**src/inc/ctm_consts.vh**
```
// Constants for the compact timer mode logic
`ifndef CTM_CONSTS_VH
`define CTM_CONSTS_VH

// ------------------------------------------------------------------
// Register map (word offsets on the plain register port)
// ------------------------------------------------------------------
`define CTM_ADDR_W        3
`define CTM_OFF_CTRL0     3'h0
`define CTM_OFF_CTRL1     3'h1
`define CTM_OFF_CMPA      3'h2
`define CTM_OFF_COUNT     3'h3
`define CTM_OFF_FLAGS     3'h4

// ------------------------------------------------------------------
// Control field positions
// ------------------------------------------------------------------
// ctrl0: [3] counter_on, [2:0] period_compare_bits
`define CTM_C0_ON         3
`define CTM_C0_PER_HI     2
`define CTM_C0_PER_LO     0
// ctrl1 (timer_control_one)
`define CTM_C1_MODE_HI    7
`define CTM_C1_MODE_LO    6
`define CTM_C1_PIN_HI     5
`define CTM_C1_PIN_LO     4
`define CTM_C1_INIT       3
`define CTM_C1_INV        2
`define CTM_C1_SWAP       1
`define CTM_C1_CLRSEL     0
// flags: [0] match_a_flag, [1] match_p_flag (write 1 to clear)
`define CTM_FL_A          0
`define CTM_FL_P          1

// ------------------------------------------------------------------
// Reset values and encodings
// ------------------------------------------------------------------
`define CTM_CTRL_RST      8'h00
`define CTM_CTRL_W        8
`define CTM_CMPA_RST      10'h000
`define CTM_CNT_ZERO      10'h000
`define CTM_CNT_MAX       10'h3ff
`define CTM_CNT_ONE       10'h001
`define CTM_PER_ZERO      3'h0
`define CTM_MODE_CMP      2'h0
`define CTM_MODE_PWM      2'h2
`define CTM_MODE_TMR      2'h3
`define CTM_PIN_NONE      2'h0
`define CTM_PIN_LOW       2'h1
`define CTM_PIN_HIGH      2'h2
`define CTM_PIN_TOGGLE    2'h3
`define CTM_PWM_INACT     2'h0
`define CTM_PWM_ACT       2'h1
`define CTM_PWM_WAVE      2'h2
`define CTM_PER_SHIFT     7

`endif

```
**src/logic/ctm_timer.v**
```verilog
// Compact timer: counter, comparators, match flags and output pin logic
//
// Strobed register access and the address map were left to the implementer.
`timescale 1ns/1ps
`include "ctm_consts.vh"

module ctm_timer #(
  parameter CNT_W = 10
) (
  input  wire                    clk,
  input  wire                    nrst,
  input  wire                    tick_in,
  input  wire [`CTM_ADDR_W-1:0]  reg_addr,
  input  wire [CNT_W-1:0]        reg_wdata,
  input  wire                    reg_wr,
  input  wire                    reg_rd,
  output reg  [CNT_W-1:0]        reg_rdata,
  output reg                     pin_out,
  output wire                    pin_oe,
  output wire                    match_a_flag,
  output wire                    match_p_flag
);

  // ----------------------------------------------------------------
  // Tick input synchroniser (timer clock from outside)
  // ----------------------------------------------------------------
  reg        tick_s1_reg;
  reg        tick_s2_reg;
  reg        tick_s3_reg;
  wire       tick_en;

  always @(posedge clk) begin
    if (!nrst) begin
      tick_s1_reg <= 1'b0;
      tick_s2_reg <= 1'b0;
      tick_s3_reg <= 1'b0;
    end else begin
      tick_s1_reg <= tick_in;
      tick_s2_reg <= tick_s1_reg;
      tick_s3_reg <= tick_s2_reg;
    end
  end

  assign tick_en = tick_s2_reg & ~tick_s3_reg;

  // ----------------------------------------------------------------
  // Registers
  // ----------------------------------------------------------------
  reg  [7:0]       ctrl0_reg;
  reg  [7:0]       ctrl1_reg;
  reg  [CNT_W-1:0] cmpa_reg;
  reg  [CNT_W-1:0] count_reg;
  reg  [CNT_W-1:0] count_next;
  reg              flag_a_reg;
  reg              flag_p_reg;
  reg              on_d_reg;
  reg              pwm_reg;
  reg              pwm_next;
  reg              pin_next;

  wire             counter_on     = ctrl0_reg[`CTM_C0_ON];
  wire [2:0]       period_bits    = ctrl0_reg[`CTM_C0_PER_HI:`CTM_C0_PER_LO];
  wire [1:0]       mode_select    = ctrl1_reg[`CTM_C1_MODE_HI:`CTM_C1_MODE_LO];
  wire [1:0]       pin_action     = ctrl1_reg[`CTM_C1_PIN_HI:`CTM_C1_PIN_LO];
  wire             init_level     = ctrl1_reg[`CTM_C1_INIT];
  wire             output_invert  = ctrl1_reg[`CTM_C1_INV];
  wire             period_swap    = ctrl1_reg[`CTM_C1_SWAP];
  wire             clear_sel      = ctrl1_reg[`CTM_C1_CLRSEL];
  wire             on_rise        = counter_on & ~on_d_reg;

  wire             is_pwm  = (mode_select == `CTM_MODE_PWM);
  wire             is_cmp  = (mode_select == `CTM_MODE_CMP);
  wire             is_tmr  = (mode_select == `CTM_MODE_TMR);

  // ----------------------------------------------------------------
  // Helper functions
  // ----------------------------------------------------------------
  // Strobe aimed at one register offset
  function reg_hit(input                   strobe,
                   input [`CTM_ADDR_W-1:0] addr,
                   input [`CTM_ADDR_W-1:0] offset);
    reg_hit = strobe && (addr == offset);
  endfunction

  // Length in timer clocks; a zero setting stands for the full range
  function [CNT_W:0] span_of(input [CNT_W-1:0] value);
    if (value == {CNT_W{1'b0}})
      span_of = {1'b1, {CNT_W{1'b0}}};
    else
      span_of = {1'b0, value};
  endfunction

  // ----------------------------------------------------------------
  // Comparators
  // ----------------------------------------------------------------
  // Matches judged on the next count, so a clear keeps the period exact
  wire [CNT_W-1:0] count_inc = count_reg + `CTM_CNT_ONE;
  // Period bits match the top three counter bits, with the lower seven at zero
  wire       p_hit    = (period_bits != `CTM_PER_ZERO) &&
                        (count_inc[CNT_W-1:CNT_W-3] == period_bits) &&
                        (count_inc[CNT_W-4:0] == {(CNT_W-3){1'b0}});
  wire       ovf_hit  = (count_reg == `CTM_CNT_MAX);
  wire       p_match  = p_hit | ((period_bits == `CTM_PER_ZERO) & ovf_hit);
  wire       a_match  = (cmpa_reg != `CTM_CMPA_RST) && (count_inc == cmpa_reg);
  wire       run      = counter_on & tick_en;

  // Period and duty in clocks for PWM; a zero setting means 1024
  wire [CNT_W:0] p_len  = span_of({period_bits, {`CTM_PER_SHIFT{1'b0}}});
  wire [CNT_W:0] a_len  = span_of(cmpa_reg);
  wire [CNT_W:0] period = period_swap ? a_len : p_len;
  wire [CNT_W:0] duty   = period_swap ? p_len : a_len;
  wire           full   = (duty >= period);

  reg        clear_now;
  reg        set_a;
  reg        set_p;

  always @* begin
    set_a = 1'b0;
    set_p = 1'b0;
    if (is_pwm) begin
      // Clear select ignored; the period comparator, or compare A when swapped, restarts the cycle
      clear_now = period_swap ? (a_match | (ovf_hit & (cmpa_reg == `CTM_CMPA_RST)))
                              : p_match;
      set_a = a_match;
      set_p = p_match;
    end else if (clear_sel) begin
      clear_now = a_match | ovf_hit;
      set_a = a_match;
    end else begin
      clear_now = p_match;
      set_a = a_match;
      set_p = p_match;
    end
  end

  // ----------------------------------------------------------------
  // Counter
  // ----------------------------------------------------------------
  always @* begin
    count_next = count_reg;
    if (on_rise)
      count_next = `CTM_CNT_ZERO;
    else if (run)
      count_next = clear_now ? `CTM_CNT_ZERO : count_inc;
  end

  // ----------------------------------------------------------------
  // Output pin
  // ----------------------------------------------------------------
  always @* begin
    pwm_next = pwm_reg;
    if (on_rise)
      pwm_next = 1'b1;
    else if (run) begin
      if (clear_now)
        pwm_next = 1'b1;
      else if (!full && ({1'b0, count_inc} >= duty))
        pwm_next = 1'b0;
    end
  end

  always @* begin
    pin_next = pin_out;
    if (is_pwm) begin
      case (pin_action)
        `CTM_PWM_INACT: pin_next = ~init_level;
        `CTM_PWM_ACT:   pin_next = init_level;
        `CTM_PWM_WAVE:  pin_next = pwm_next ? init_level : ~init_level;
        default:        pin_next = ~init_level;
      endcase
      pin_next = pin_next ^ output_invert;
    end else if (is_cmp) begin
      if (on_rise)
        pin_next = init_level;
      else if (run && set_a) begin
        case (pin_action)
          `CTM_PIN_NONE:   pin_next = pin_out;
          `CTM_PIN_LOW:    pin_next = 1'b0;
          `CTM_PIN_HIGH:   pin_next = 1'b1;
          `CTM_PIN_TOGGLE: pin_next = ~pin_out;
          default:         pin_next = pin_out;
        endcase
      end
    end
  end

  assign pin_oe = is_cmp | is_pwm;

  // ----------------------------------------------------------------
  // Control registers
  // ----------------------------------------------------------------
  wire wr_ctrl0 = reg_hit(reg_wr, reg_addr, `CTM_OFF_CTRL0);
  wire wr_ctrl1 = reg_hit(reg_wr, reg_addr, `CTM_OFF_CTRL1);
  wire wr_cmpa  = reg_hit(reg_wr, reg_addr, `CTM_OFF_CMPA);
  wire wr_flags = reg_hit(reg_wr, reg_addr, `CTM_OFF_FLAGS);

  always @(posedge clk) begin
    if (!nrst) begin
      ctrl0_reg <= `CTM_CTRL_RST;
      ctrl1_reg <= `CTM_CTRL_RST;
      cmpa_reg  <= `CTM_CMPA_RST;
    end else begin
      if (wr_ctrl0)
        ctrl0_reg <= reg_wdata[`CTM_CTRL_W-1:0];
      if (wr_ctrl1)
        ctrl1_reg <= reg_wdata[`CTM_CTRL_W-1:0];
      if (wr_cmpa)
        cmpa_reg <= reg_wdata;
    end
  end

  // ----------------------------------------------------------------
  // Counter, waveform and pin state
  // ----------------------------------------------------------------
  always @(posedge clk) begin
    if (!nrst) begin
      on_d_reg  <= 1'b0;
      count_reg <= `CTM_CNT_ZERO;
      pwm_reg   <= 1'b0;
      pin_out   <= 1'b0;
    end else begin
      on_d_reg  <= counter_on;
      count_reg <= count_next;
      pwm_reg   <= pwm_next;
      pin_out   <= pin_next;
    end
  end

  // ----------------------------------------------------------------
  // Match flags, cleared by writing one
  // ----------------------------------------------------------------
  // Hardware set wins over a software clear in the same cycle
  always @(posedge clk) begin
    if (!nrst) begin
      flag_a_reg <= 1'b0;
      flag_p_reg <= 1'b0;
    end else begin
      flag_a_reg <= (run & set_a) |
                    (flag_a_reg & ~(wr_flags & reg_wdata[`CTM_FL_A]));
      flag_p_reg <= (run & set_p) |
                    (flag_p_reg & ~(wr_flags & reg_wdata[`CTM_FL_P]));
    end
  end

  // ----------------------------------------------------------------
  // Read data, standing only in the cycle after the strobe
  // ----------------------------------------------------------------
  always @(posedge clk) begin
    if (!nrst) begin
      reg_rdata <= {CNT_W{1'b0}};
    end else if (reg_rd) begin
      case (reg_addr)
        `CTM_OFF_CTRL0: reg_rdata <= {{(CNT_W-`CTM_CTRL_W){1'b0}}, ctrl0_reg};
        `CTM_OFF_CTRL1: reg_rdata <= {{(CNT_W-`CTM_CTRL_W){1'b0}}, ctrl1_reg};
        `CTM_OFF_CMPA:  reg_rdata <= cmpa_reg;
        `CTM_OFF_COUNT: reg_rdata <= count_reg;
        `CTM_OFF_FLAGS: reg_rdata <= {{(CNT_W-2){1'b0}}, flag_p_reg, flag_a_reg};
        default:        reg_rdata <= {CNT_W{1'b0}};
      endcase
    end else begin
      reg_rdata <= {CNT_W{1'b0}};
    end
  end

  assign match_a_flag = flag_a_reg;
  assign match_p_flag = flag_p_reg;

endmodule

```
**config.mk**
```make
export PLATFORM = sky130hd
export DESIGN_NAME = ctm_timer
export DESIGN_NICKNAME = d
export VERILOG_FILES = /design/src/logic/ctm_timer.v
export VERILOG_INCLUDE_DIRS = /design/src /design/src/inc
export SDC_FILE = /design/constraint.sdc
export NUM_CORES = 1
export LEC_CHECK = 0
export ABC_AREA = 1
export BUFFER_PORTS_ARGS = -buffer_cell sky130_fd_sc_hd__buf_2
export CAP_MARGIN = 20
export CORE_MARGIN = 2
export CORE_UTILIZATION = 50
export CTS_BUF_LIST = sky130_fd_sc_hd__clkbuf_16
export DETAILED_ROUTE_END_ITERATION = 10
export PLACE_DENSITY_LB_ADDON = 0.15
export SLEW_MARGIN = 5
export SYNTH_ARGS = -nofsm -noshare
export SYNTH_HDL_FRONTEND = slang
export SYNTH_SLANG_ARGS = --single-unit
```
**constraint.sdc**
```tcl
create_clock -name clk -period 3.3 [get_ports clk]
set_input_delay 0.66 -clock clk [delete_from_list [all_inputs] [get_ports clk]]
set_output_delay 0.66 -clock clk [all_outputs]
set_load 0.01 [all_outputs]
```
After elaboration in Yosys (flattened, before gate mapping)
Cells that the tools add are included.
{ "totals": {"regBits": 54, "in_bits": 18, "out_inout_bits": 14} }
{ "classes": {"add_sub_neg": 1, "magnitude_cmp": 2, "eq_ne": 12, "n_mux": 23, "bitwise_logic": 25, "reduce_logical": 23} }
{ "ops": {"columns": ["operator", "n"], "rows": [
  ["$pmux W10 S5", 1],
  ["$mux W11", 4],
  ["$mux W1", 15],
  ["$and A1 B1 Y1", 11],
  ["$ge A10 B11 Y1", 1],
  ["$ge A11 B11 Y1", 1],
  ["$add A10 B1 Y10 const B", 1],
  ["$eq A10 B10 Y1", 1],
  ["$eq A10 B10 Y1 const B", 1],
  ["$logic_not A10 Y1", 1],
  ["$mux W10", 1],
  ["$reduce_bool A10 Y1", 1],
  ["$logic_and A1 B1 Y1", 9],
  ["$logic_not A7 Y1", 1],
  ["$not A1 Y1", 7],
  ["$eq A2 B2 Y1 const B", 3],
  ["$eq A3 B2 Y1 const B", 2],
  ["$logic_not A3 Y1", 2],
  ["$or A1 B1 Y1", 6],
  ["$reduce_bool A3 Y1", 2],
  ["$logic_not A2 Y1", 2],
  ["$eq A3 B1 Y1 const B", 1],
  ["$eq A3 B3 Y1", 1],
  ["$eq A3 B3 Y1 const B", 1],
  ["10 further kinds", 10]
]} }

Longest topological paths before layout
{ "depth": {"word_depth": 15, "ltp_mapped": 26, "mapped_depth_nobuf": 26} }

Worst setup path after synthesis
OpenSTA, ideal clock, no wires.
{ "synth_path": {"kind": "register -> register", "startpoint": "register count_reg[0]", "endpoint": "register pin_out", "setup_time_ps": 66, "arrival_ps": 2451, "required_time_ps": 3234, "slack_ps": 783, "stages_incl_launch_ff": 25, "n_path_buf": 0, "path_cell_list": "dfxtp_1 ha_1 nand2_2 nor2_4 nand3_1 nand2_1 inv_2 ha_1 nand2_1 o21a_1 nand3_1 nand2_1 nand2_1 nand2_1 nand2_1 nand2_1 nand2_1 nand3_1 nand2_1 nand3_1 nand2_1 nand2_1 nand2_1 nand3_2 a21oi_2"} }
{ "synth_via": {"elab_chain_len": 15, "word_cells_on_any_way": 30, "cone_classes": "add/sub: 1; order compare: 1; eq/ne: 3; mux: 11; bitwise: 6; reduce/logical: 8"} }
{ "synth_rtl": {"columns": ["element", "line", "text"], "rows": [
  ["start: declaration", "ctm_timer.v:52", "reg [CNT_W-1:0] count_reg;"],
  ["start signal: assignment", "ctm_timer.v:219", "count_reg <= `CTM_CNT_ZERO;"],
  ["start signal: assignment", "ctm_timer.v:224", "count_reg <= count_next;"],
  ["branches (longest 15 deep; another with $ge A10 B11 Y1)", null, null],
  ["end signal: assignment", "ctm_timer.v:226", "pin_out <= pin_next;"],
  ["end: declaration", "ctm_timer.v:18", "output reg pin_out,"]
]} }
Parallel ways; which one is timed is not known. The select of a mux whose other input is x is not followed.
A chain may end at the register's enable or synchronous reset.

Final worst setup path
{ "layout_path": {"startpoint": "register count_reg[1]", "endpoint": "register pin_out"} }
Same word-level chain as after synthesis.

==> reports/results.ini <==
[global_route]
grt_max_degree = 30
antenna_found_initial = 0
grt_usage_pct = 26.5
grt_pass1_vias = 2987
top_usage_layer = met2
grt_pass1_wl_um = 14600
gr-total-overflow = 0
gr-usage-met3_pct = 3.17
met2_usage_pct = 43.4
grtUsageMet1_pct = 36.5

[final_layout]
diodes = 0
area_growth_pct = 12.2
design_area_um2 = 3560
fillCellCount = 634
nets = 549
drive_gt1_share_pct = 11.7

[floorplan]
initial_core_util_pct = 50.9
ios = 32
die_y_um = 83.7
num_rows = 29
core-area_um2 = 6240
die_w_um = 83.7
die_area_um2 = 7010

[logic_synthesis]
synth_edf_count = 0
ys_types = 30
netlist.top_cell.by_area = dfxtp_1
yosys_warnings = 0
synth_xor_area_share_pct = 1.30
synth_top_cell_area_share_pct = 34.0
synth_area_um2 = 3180
synthSimpleGateAreaFrac_pct = 29.6
synthTopCellsByArea = dfxtp_1 (34%), nand2_1 (16%), a21oi_1 (7.7%)
muxShareOfSynthArea_pct = 0
synthCells = 483
avgSynthCellArea_um2 = 6.58
synth-seq-cells = 54
synth_common_cells = nand2_1 (135), inv_1 (65), dfxtp_1 (54)
synth_top_family_by_area = simple AND/OR/NAND/NOR gates
ys_seq_area_share_pct = 34.0
synth.most_common_cell = nand2_1
yosys.area_share.adder_pct = 7.09
ys.flop_type = dfxtp_1
syn_nets = 519
synth_compound_area_share_pct = 18.4
async_reset_ff_share_pct = 0

[sta]
slew_viol_final = 0
setup_viol = 0
hold_viol_final = 0
post-route-min-period_ns = 2.89
finalCritPeriodShare_pct = 87.7
rsz0062_at_grt = false
fin_skew_ns = 0.00412
max_slew.worst_pin.slew_ns = 0.628
max_freq_mhz = 346
fin_tns_setup_ns = 0
slew_headroom_pct = 58.0

[clocking]
cts.clk_slew.worst_paths_ns = 0.08
ctsResizeCount = 0
cts_buffers = 5
cts_tree = done
htreeDepth = 2
ctsHoldBuffers = 0
cts_setup_buffers = 0
clk_latency_ns = 0.30
clock_path_buffers = 2
cts_root_buffer = clkbuf_16
clock-sinks = 54

[critical_path]
end_kind = flop
crit_type = flop to flop
cp.required_ns = 3.53
arrival_ns = 3.13
worstPathMaxFanout = 6
critical_path.startpoint_type = flop

[pwr]
ir_drop_uv = 299
p_total_mw = 1.40
p_leak_nw = 1.58
pwr_density_cell_nw_per_um2 = 392

[route]
ant_nets = 0
wirelength_um = 9140
wire_per_inst_um = 15.5
drc = 0
first_pass_iters = 5
drt-initial-drc-count = 327
vias = 3247
viasPerCell = 5.49

[min_path]
hold_class = flop to flop

[flow_run]
maxCapViolCount = 0

[place]
io_buffers = 31
postPlaceCellArea_um2 = 3410
place_congestion = 0.961
dpl.hpwl_um = 7120

[outcome]
status = complete, no violations

power by group:
part | switching (mW) | internal [mW] | leakage (nW)
clock | 0.271 | 0.290 | 0.0759
sequential | 0.0141 | 0.665 | 0.437
combinational | 0.105 | 0.0532 | 1.07
total | 0.390 | 1.01 | 1.58
metal layers:
layer,vias to the layer above,part of all wire [%],routed length [um]
li1,1634,-,-
met1,1484,45,4140
met2,117,47,4280
met3,12,6.0,546
met4,0,1.8,168
met5,-,0,0
cell type report:
cell class	count	area, um^2	share of cell area [%]
inverters	70	263	7.37
flip-flops and latches	54	1080	30.3
repair buffers	34	178	4.98
clock buffers	5	125	3.51
clock inverters	3	28.8	0.807
well taps	77	96.3	2.70
multi-input cells	348	1790	50.3
layout by cell type (no fill, tap or decap), types with 2 or more instances in the layout:
master,instances
nand3_2,3
o21ai_0,37
nand2_2,5
clkinv_4,2
o22ai_1,6
buf_4,3
nor2_2,4
nand2_1,135
nor2_1,35
a221oi_1,8
inv_1,65
ha_1,18
nor2_4,2
clkbuf_16,5
nand3_1,32
inv_2,2
a21oi_1,49
nand4_1,2
clkinv_1,3
dfxtp_1,54
buf_2,31
cells by family (layout without fill, tap and decap cells):
logic type / Yosys count / after routing
flops: 54 / 54
fa+ha+maj: 18 / 18
compound gates: 106 / 106
simple gates: 221 / 221
buf+inv: 81 / 112
xor+xnor: 3 / 3
worst paths after layout:
kind                                    from           to  slack, ns  depth (start not counted)
worst max-delay path            count_reg[1]      pin_out       0.41                         24
worst min register to register   tick_s1_reg  tick_s2_reg       0.43                          2
worst min-delay path             tick_s1_reg  tick_s2_reg       0.43                          2
worst max register to register  count_reg[1]      pin_out       0.41                         24
metrics by stage:
| stage | hold slack, ns | utilization [%] | cells | setup WS [ns] |
|---|---|---|---|---|
| 6_report | 0.433 | 57.1 | 591 | 0.406 |
| 5_1_grt | 0.457 | 57.1 | 591 | 0.0715 |
| 3_3_place_gp | 0.403 | 54.7 | 583 | 0.569 |
| 3_5_place_dp | 0.416 | 54.7 | 583 | 0.463 |
| 4_1_cts | 0.434 | 57.1 | 591 | 0.432 |
| 2_1_floorplan | 0.390 | - | 483 | 0.783 |
critical path, cell delays in order (launching register included):
cell and delay (ns):
dfxtp_1 0.45, ha_1 0.23, nand2_2 0.09, nor2_4 0.18
nand3_1 0.08, nand2_1 0.13, inv_2 0.06, ha_1 0.29
nand2_1 0.07, o21a_1 0.18, nand3_1 0.07, nand2_1 0.05
nand2_1 0.05, nand2_1 0.04, nand2_1 0.06, nand2_1 0.07
nand2_1 0.08, nand3_1 0.10, nand2_1 0.07, nand3_1 0.06
nand2_1 0.09, nand2_1 0.06, nand2_1 0.06, nand3_2 0.06
a21oi_2 0.15
Power figures use the tool's default switching activity.
